$ cat src/logic/tcrf_pkg.sv
package tcrf_pkg;
  localparam int DATA_W = 12;
  localparam int SUM_W = 14;
  localparam int N_SAMP = 7;
  localparam int N_DROP = 2;
  localparam int N_MID = 3;
  localparam logic [2:0] RANK_FIRST_MID = 3'(N_DROP);
  localparam logic [2:0] RANK_LAST_MID = 3'(N_DROP + N_MID - 1);
  localparam logic [2:0] LAST_FILT_IDX = 3'(N_SAMP - 1);
  localparam logic [SUM_W-1:0] MID_DIV = SUM_W'(N_MID);
  // Bus address of the device; the value is arbitrary.
  localparam logic [6:0] SLAVE_ADDR = 7'h4a;
  localparam int CMD_SEL_LSB = 0;
  localparam int CMD_FILT_BIT = 2;
  localparam logic [3:0] LSB_PAD = 4'h0;
  localparam logic [3:0] BITS_PER_BYTE = 4'h8;
  localparam int CLK_PERIOD_NS = 8;
  localparam int SETTLE_NS = 1000;
  localparam int SETTLE_CYC = (SETTLE_NS + CLK_PERIOD_NS - 1) / CLK_PERIOD_NS;
  localparam logic [7:0] SETTLE_LAST = 8'(SETTLE_CYC - 1);

  typedef logic [DATA_W-1:0] tcrf_word_t;
  typedef enum logic [1:0] {COORD_X, COORD_Y, COORD_Z1, COORD_Z2} tcrf_coord_e;
  typedef enum logic [2:0] {B_IDLE, B_ADDR, B_AACK, B_CMD, B_CACK, B_TX, B_TACK} tcrf_bus_e;
  typedef enum logic [2:0] {C_OFF, C_SETTLE, C_SAMPLE, C_WAIT, C_DONE} tcrf_conv_e;

  typedef struct packed {
    logic power;
    logic x_drv;
    logic y_drv;
    logic z_drv;
  } tcrf_panel_s;

  typedef struct packed {
    tcrf_bus_e st;
    logic [7:0] sh;
    logic [3:0] cnt;
    logic rd;
    logic ackd;
    logic byte2;
    logic oe_n;
  } tcrf_bus_s;

  localparam tcrf_panel_s PANEL_OFF = '{power: 1'h0, x_drv: 1'h0, y_drv: 1'h0, z_drv: 1'h0};
  localparam tcrf_bus_s BUS_RST = '{st: B_IDLE, sh: 8'h00, cnt: 4'h0, rd: 1'h0, ackd: 1'h0,
                                    byte2: 1'h0, oe_n: 1'h1};
endpackage

$ cat src/logic/tcrf_median_avg.sv
module tcrf_median_avg (
  // Samples
  input wire logic [tcrf_pkg::N_SAMP-1:0][tcrf_pkg::DATA_W-1:0] samples_in,
  // Result
  output logic [tcrf_pkg::DATA_W-1:0] avg_out
);
  import tcrf_pkg::*;

  logic [N_SAMP-1:0][SUM_W-1:0] part;
  logic [SUM_W-1:0] sum;

  // Equal samples are ranked by index so that exactly three land in the middle.
  for (genvar i = 0; i < N_SAMP; i++) begin : g_rank
    logic [2:0] rank;
    always_comb begin
      rank = 3'h0;
      for (int j = 0; j < N_SAMP; j++) begin
        if ((samples_in[j] < samples_in[i]) || ((samples_in[j] == samples_in[i]) && (j < i))) begin
          rank = rank + 3'h1;
        end
      end
    end
    assign part[i] = ((rank >= RANK_FIRST_MID) && (rank <= RANK_LAST_MID)) ?
                     {2'h0, samples_in[i]} : '0;
  end

  always_comb begin
    sum = '0;
    for (int i = 0; i < N_SAMP; i++) begin
      sum = sum + part[i];
    end
  end

  // Integer division drops the fraction, which keeps the result in twelve bits.
  assign avg_out = DATA_W'(sum / MID_DIV);
endmodule

$ cat src/logic/tcrf_top.sv
module tcrf_top (
  // Clock and reset
  input wire logic mclk_in,
  input wire logic sys_rst_in,
  // Two-wire serial bus pins
  input wire logic scl_in,
  input wire logic sda_in,
  output logic sda_out,
  output logic sda_oe_n_out,
  // Panel side
  input wire logic pen_detect_in,
  output logic pen_touch_interrupt_n_out,
  output tcrf_pkg::tcrf_panel_s panel_out,
  // Converter
  output logic adc_start_out,
  output tcrf_pkg::tcrf_coord_e adc_sel_out,
  input wire logic adc_done_in,
  input wire logic [tcrf_pkg::DATA_W-1:0] adc_data_in,
  // Status
  output logic busy_out
);
  import tcrf_pkg::*;

  logic scl_s1_ff, scl_s2_ff, scl_s3_ff;
  logic sda_s1_ff, sda_s2_ff, sda_s3_ff;
  logic pen_s1_ff, pen_s2_ff;
  logic scl_rise, scl_fall, start_cond, stop_cond, awake, cmd_go;
  tcrf_bus_s bus_ff, nxt_bus;
  tcrf_conv_e conv_ff, nxt_conv;
  tcrf_coord_e sel_ff, nxt_sel;
  logic filt_ff, nxt_filt;
  logic [7:0] wait_ff, nxt_wait;
  logic [2:0] scnt_ff, nxt_scnt;
  logic [N_SAMP-1:0][DATA_W-1:0] samp_ff, nxt_samp;
  tcrf_word_t res_ff, nxt_res, filt_avg;
  tcrf_panel_s panel_ff, nxt_panel;
  logic start_ff, nxt_start;
  logic irq_n_ff, nxt_irq_n, busy_ff;

  // Pins are outside the clock domain; edges are found on the second and third stages.
  always_ff @(posedge mclk_in) begin
    if (sys_rst_in) begin
      scl_s1_ff <= 1'h1;
      scl_s2_ff <= 1'h1;
      scl_s3_ff <= 1'h1;
      sda_s1_ff <= 1'h1;
      sda_s2_ff <= 1'h1;
      sda_s3_ff <= 1'h1;
      pen_s1_ff <= 1'h0;
      pen_s2_ff <= 1'h0;
    end else begin
      scl_s1_ff <= scl_in;
      scl_s2_ff <= scl_s1_ff;
      scl_s3_ff <= scl_s2_ff;
      sda_s1_ff <= sda_in;
      sda_s2_ff <= sda_s1_ff;
      sda_s3_ff <= sda_s2_ff;
      pen_s1_ff <= pen_detect_in;
      pen_s2_ff <= pen_s1_ff;
    end
  end

  assign scl_rise = scl_s2_ff && !scl_s3_ff;
  assign scl_fall = !scl_s2_ff && scl_s3_ff;
  assign start_cond = scl_s2_ff && scl_s3_ff && !sda_s2_ff && sda_s3_ff;
  assign stop_cond = scl_s2_ff && scl_s3_ff && sda_s2_ff && !sda_s3_ff;
  // With no touch and nothing pending the device does not answer its address.
  assign awake = pen_s2_ff || (conv_ff != C_OFF);

  always_comb begin
    nxt_bus = bus_ff;
    cmd_go = 1'h0;
    if (start_cond) begin
      nxt_bus = BUS_RST;
      nxt_bus.st = B_ADDR;
    end else if (stop_cond) begin
      nxt_bus = BUS_RST;
    end else begin
      case (bus_ff.st)
        B_ADDR, B_CMD: begin
          if (scl_rise) begin
            nxt_bus.sh = {bus_ff.sh[6:0], sda_s2_ff};
            nxt_bus.cnt = bus_ff.cnt + 4'h1;
            if (bus_ff.cnt == BITS_PER_BYTE - 4'h1) begin
              nxt_bus.st = (bus_ff.st == B_ADDR) ? B_AACK : B_CACK;
              nxt_bus.ackd = 1'h0;
            end
          end
        end
        B_AACK: begin
          if (scl_fall) begin
            if (!bus_ff.ackd) begin
              if ((bus_ff.sh[7:1] == SLAVE_ADDR) && awake) begin
                nxt_bus.oe_n = 1'h0;
                nxt_bus.ackd = 1'h1;
                nxt_bus.rd = bus_ff.sh[0];
              end else begin
                nxt_bus.st = B_IDLE;
              end
            end else if (bus_ff.rd) begin
              // First data bit goes out on the same falling edge that ends the acknowledge.
              nxt_bus.st = B_TX;
              nxt_bus.oe_n = res_ff[DATA_W-1];
              nxt_bus.sh = {res_ff[DATA_W-2:4], 1'h0};
              nxt_bus.cnt = 4'h1;
              nxt_bus.byte2 = 1'h0;
            end else begin
              nxt_bus.oe_n = 1'h1;
              nxt_bus.st = B_CMD;
              nxt_bus.cnt = 4'h0;
            end
          end
        end
        B_CACK: begin
          if (scl_fall) begin
            if (!bus_ff.ackd) begin
              nxt_bus.oe_n = 1'h0;
              nxt_bus.ackd = 1'h1;
              cmd_go = 1'h1;
            end else begin
              nxt_bus.oe_n = 1'h1;
              nxt_bus.st = B_IDLE;
            end
          end
        end
        B_TX: begin
          if (scl_fall) begin
            if (bus_ff.cnt == BITS_PER_BYTE) begin
              nxt_bus.oe_n = 1'h1;
              nxt_bus.st = B_TACK;
            end else begin
              nxt_bus.oe_n = bus_ff.sh[7];
              nxt_bus.sh = {bus_ff.sh[6:0], 1'h0};
              nxt_bus.cnt = bus_ff.cnt + 4'h1;
            end
          end
        end
        B_TACK: begin
          if (scl_rise) begin
            // Twelve bits leave as a high byte then a low nibble padded with zeros.
            if (!sda_s2_ff && !bus_ff.byte2) begin
              nxt_bus.st = B_TX;
              nxt_bus.sh = {res_ff[3:0], LSB_PAD};
              nxt_bus.cnt = 4'h0;
              nxt_bus.byte2 = 1'h1;
            end else begin
              nxt_bus.st = B_IDLE;
            end
          end
        end
        default: begin
          nxt_bus.st = bus_ff.st;
        end
      endcase
    end
  end

  always_comb begin
    nxt_conv = conv_ff;
    nxt_sel = sel_ff;
    nxt_filt = filt_ff;
    nxt_wait = wait_ff;
    nxt_scnt = scnt_ff;
    nxt_samp = samp_ff;
    nxt_res = res_ff;
    nxt_panel = panel_ff;
    nxt_start = 1'h0;
    // Driving the panel disturbs pen sensing, so the interrupt only shows while idle.
    nxt_irq_n = !(pen_s2_ff && (conv_ff == C_OFF));
    case (conv_ff)
      C_OFF: begin
        // Commands arriving while a conversion runs are ignored.
        if (cmd_go) begin
          nxt_sel = tcrf_coord_e'(bus_ff.sh[CMD_SEL_LSB +: 2]);
          nxt_filt = bus_ff.sh[CMD_FILT_BIT];
          nxt_panel.power = 1'h1;
          nxt_panel.x_drv = (bus_ff.sh[CMD_SEL_LSB +: 2] == COORD_X);
          nxt_panel.y_drv = (bus_ff.sh[CMD_SEL_LSB +: 2] == COORD_Y);
          nxt_panel.z_drv = bus_ff.sh[CMD_SEL_LSB + 1];
          nxt_wait = 8'h00;
          nxt_conv = C_SETTLE;
        end
      end
      C_SETTLE: begin
        nxt_wait = wait_ff + 8'h01;
        if (wait_ff == SETTLE_LAST) begin
          nxt_scnt = 3'h0;
          nxt_conv = C_SAMPLE;
        end
      end
      C_SAMPLE: begin
        nxt_start = 1'h1;
        nxt_conv = C_WAIT;
      end
      C_WAIT: begin
        if (adc_done_in) begin
          nxt_samp[scnt_ff] = adc_data_in;
          nxt_scnt = scnt_ff + 3'h1;
          // Driver stays on between samples; it is switched only once per request.
          if (scnt_ff == (filt_ff ? LAST_FILT_IDX : 3'h0)) begin
            nxt_conv = C_DONE;
          end else begin
            nxt_conv = C_SAMPLE;
          end
        end
      end
      C_DONE: begin
        nxt_res = filt_ff ? filt_avg : samp_ff[0];
        nxt_panel = PANEL_OFF;
        nxt_conv = C_OFF;
      end
      default: begin
        nxt_conv = C_OFF;
      end
    endcase
  end

  tcrf_median_avg u_filter (
    .samples_in(samp_ff),
    .avg_out(filt_avg)
  );

  always_ff @(posedge mclk_in) begin
    if (sys_rst_in) begin
      bus_ff <= BUS_RST;
      conv_ff <= C_OFF;
      sel_ff <= COORD_X;
      filt_ff <= 1'h0;
      wait_ff <= 8'h00;
      scnt_ff <= 3'h0;
      samp_ff <= '0;
      res_ff <= '0;
      panel_ff <= PANEL_OFF;
      start_ff <= 1'h0;
      irq_n_ff <= 1'h1;
      busy_ff <= 1'h0;
      sda_out <= 1'h0;
    end else begin
      bus_ff <= nxt_bus;
      conv_ff <= nxt_conv;
      sel_ff <= nxt_sel;
      filt_ff <= nxt_filt;
      wait_ff <= nxt_wait;
      scnt_ff <= nxt_scnt;
      samp_ff <= nxt_samp;
      res_ff <= nxt_res;
      panel_ff <= nxt_panel;
      start_ff <= nxt_start;
      irq_n_ff <= nxt_irq_n;
      busy_ff <= (nxt_conv != C_OFF);
      sda_out <= 1'h0;
    end
  end

  assign sda_oe_n_out = bus_ff.oe_n;
  assign panel_out = panel_ff;
  assign adc_start_out = start_ff;
  assign adc_sel_out = sel_ff;
  assign pen_touch_interrupt_n_out = irq_n_ff;
  assign busy_out = busy_ff;
endmodule

$ cat config.mk
export PLATFORM = sky130hd
export DESIGN_NAME = tcrf_top
export DESIGN_NICKNAME = d
export VERILOG_FILES = /design/src/logic/tcrf_pkg.sv /design/src/logic/tcrf_median_avg.sv /design/src/logic/tcrf_top.sv
export SDC_FILE = /design/constraint.sdc
export NUM_CORES = 1
export LEC_CHECK = 0
export BUFFER_PORTS_ARGS = -buffer_cell sky130_fd_sc_hd__buf_2
export CORE_ASPECT_RATIO = 0.8
export CORE_MARGIN = 5
export CORE_UTILIZATION = 30
export DETAILED_ROUTE_END_ITERATION = 16
export PLACE_DENSITY_LB_ADDON = 0.3
export SLEW_MARGIN = 25
export SYNTH_ARGS = -nofsm -noshare
export SYNTH_HDL_FRONTEND = slang
export SYNTH_SLANG_ARGS = --single-unit
$ cat constraint.sdc
create_clock -name mclk_in -period 18.4 [get_ports mclk_in]
set_input_delay 0 -clock mclk_in [delete_from_list [all_inputs] [get_ports mclk_in]]
set_output_delay 0 -clock mclk_in [all_outputs]
set_load 0.01 [all_outputs]
==> metrics.md <==
| Metric | Value |
|---|---|
| Top Layer Used | met4 |
| Violation count after the first detailed-route iteration | ~1,600 |
| Post-route ant nets | 0 |
| Worst Setup Path Type | flop to flop |
| Inserted Diodes | 0 |
| Global route overflow | 0 |
| Crit path required time | around 19,000 ps |
| Largest net degree at the start of global routing | 80 |
| CP Data Arrival Time | roughly 15,000 ps |
| Post-CTS setup buffer count | 0 |
| Fmax | ~0.066 GHz |
| CTS sink count | approximately 150 |
| Period utilisation layout | about four fifths |
| YS warnings | 0 |
| Worst Hold Class | primary input to flop |
| Post-CTS Resized | 0 |
| Fin Setup TNS | 0 ps |
| EDFF count, synth | 0 |
| IO Port Bufs | 27 |
| Number of distinct library cells after synthesis | 87 |
| Nets | 2,561 |
| Final max-slew violation count | 0 |
| Worst path most repeated cell | ha_1 |
| Synth area leader | ha_1 |
| Vias in the first global route | 15,400 |
| Placed Cells | 2,912 |
| Average vias per placed instance | roughly 5.5 |
| Mean post-synth cell area | between 8 and 9 sq um |
| CP top delay family | compound AO/OA/AOI/OAI gates |
| FF+latch count, synth | about 150 |
| Vias | 16,400 |
| Post-layout instance area | 19,100 sq um |
| CP Launch Type | flop |
| WL per Instance | 20.6 um |
| Met2 WL post-DR | approximately 24 mm |
| Cell with the most instances after synthesis | ha_1 |
| Synthesized area | around 17,000 sq um |
| Pre-CTS setup slack | 3710 ps |
| Die area | approximately 63,000 sq um |
| Peak supply drop | 60.5 uV |
| Maximum clock path buffer count | 2 |
| Die Ht | around 230 um |
| Final Power | 741 uW |
| RSZ-0062 raised after global routing | no |
| Clock Latency Late Sink | about 440 ps |
| Top cells by area, synth | ha_1, dfxtp_1, fa_1 |
| Final setup viols | 0 |
| Layout cells sized above 1 | about 5.7% |
| Synth top area share | about 23% |
| First-pass GRT wire length | slightly above 90 mm |
| Hold_ws | approximately 140 ps |
| Routed WL | about 60 mm |
| Area of the core | between 50,000 and 60,000 sq um |
| Worst setup margin | around 3300 ps |
| Register area share after synthesis | between 10% and 20% |
| CTS tree | built |
| Final core utilization | about 33% |
| CTS buffer count | 17 |
| Root Driver | clkbuf_16 |
| Initial Utilization | 30.1% |
| FP Rows | 79 |
| Tmin final | approximately 15,000 ps |
| Final Hold Vio Count | 0 |
| Synth top cells by count | ha_1, nand2_1, inv_1 |
| Largest stage delay, worst path | approximately 670 ps |
| Synthesis-to-layout area growth | 9.74% |
| Clock skew | 14.3 ps |
| Max_cap viols | 0 |
| GRT Overall Usage | approximately a fifth |
| Post-Layout Cell Count | around 3,000 |
| Routed length on met3 | a little under 6 mm |
| Top_reg_cell synth | dfxtp_1 |
| Max transition margin | between 30 and 40% |
| Drt first pass iters | 6 |
| Clock Pin Slew Worst Setup and Hold Paths | 80 ps |
| P per Cell Area | 38.8 nW/um^2 |
| Slowest cell on the critical path | a2111oi_0 |
| Metal-1 WL | 29.8 mm |
| Area post-placement | 18,400 sq um |
| LEAKAGE | ~8.5 nW |
| CTS H-tree depth | 4 |
| Initial antenna violation count | 1 |
| WP buf/inv | 8 |
| Syn nets | 2,557 |
| Cell count after synthesis | 2,174 |
| I/O pins | 29 |
| GP Congestion | roughly 0.94 |
| CP Max Fanout | 14 |
| Die width | ~280 um |
| HPWL Detailed | 47.7 mm |
| Post-synth ARST share | 0% |
| Status | complete, no violations |
| DRC | 0 |
| Worst setup EP type | flop |
| Least-Margin Pin Slew | about 1000 ps |
==> repair_timing <==
action | 4_1_cts | 5_1_grt
hold endpoints to repair | 84 | 0
endpoints found under the setup margin | 0 | 0
hold buffers | 16 | 0
==> layout by cell type (no fill, tap or decap), types with 10 or more instances in the layout <==
cell type and n:
a211oi_1 21, a21o_1 93, a21oi_1 162, and2_1 34, and3_1 17, and4_1 12
buf_2 26, buf_4 18, clkbuf_16 17, dfxtp_1 147, dlygate4sd3_1 16, fa_1 49
ha_1 316, inv_1 189, mux2_2 17, mux2i_1 69, nand2_1 201, nand2b_1 35
nand3_1 32, nand4_1 57, nor2_1 187, nor2b_1 34, nor3_1 43, nor3b_1 11
o211ai_1 31, o21a_1 27, o21ai_0 65, o31ai_1 10, or2_2 13, or3_1 14
xnor2_1 49, xor2_1 18
==> worst reg2reg max path, delay by kind of cell (launching register included) <==
family,cells,cell delay (ps)
AO/OA/AOI/OAI,27,5980
adder cells (fa/ha/maj),12,4410
AND/OR/NAND/NOR,12,1920
XOR/XNOR,5,910
buffers and inverters,8,740
multiplexers,2,510
flip-flops,1,470
==> power by group <==
group | switching [mW] | leakage, nW | internal, mW
combinational | 0.0288 | 7.06 | 0.0185
sequential | 0.00975 | 1.19 | 0.323
clock | 0.157 | 0.287 | 0.204
==> logic make-up after synthesis <==
logic type	count (synthesis)	share of synthesized area (%)
other	1	0.0215
and+or+nand+nor	718	20.2
AOI/OAI and AO/OA	524	20.2
buffers and inverters	264	5.83
adders and majority gates	365	28.3
xor gates and xnor gates	68	3.42
DFF	147	16.9
muxes	87	5.13
==> flip-flops by register name (all words and copies together) (netlist names) <==
signal	cells
adc_sel_out	2
scl_s2_ff	1
sda_s2_ff	1
sda_oe_n_out	1
filt_ff	1
panel_out	4
scnt_ff	3
pen_touch_interrupt_n_out	1
busy_out	1
sda_s3_ff	1
samp_ff	84
wait_ff	8
scl_s3_ff	1
adc_start_out	1
scl_s1_ff	1
pen_s1_ff	1
pen_s2_ff	1
sda_s1_ff	1
res_ff	12
conv_ff	3
bus_ff	18
==> worst paths after layout <==
check	startpoint	to	slack, ps	depth (start not counted)
worst max register to register	samp_ff[5]	res_ff[0]	3340	66
worst min register to register	scl_s1_ff	scl_s2_ff	420	1
worst min-delay path	sys_rst_in	wait_ff[6]	140	2
worst max-delay path	samp_ff[5]	res_ff[0]	3340	66
==> metal layers <==
metal,up-vias,track usage (%)
li1,7790,-
met1,7874,28.1
met4,0,4.68
met3,81,5.09
met2,613,26.6
met5,-,0
==> final cells by class <==
class	instances	area, sq um
flip-flops and latches	147	2940
fillers	6085	38700
well taps	769	962
repair buffers	60	425
clock buffers	22	484
multi-input cells	1763	13500
inverters	189	709
clock inverters	10	109
(Power assumes the default switching activity.)
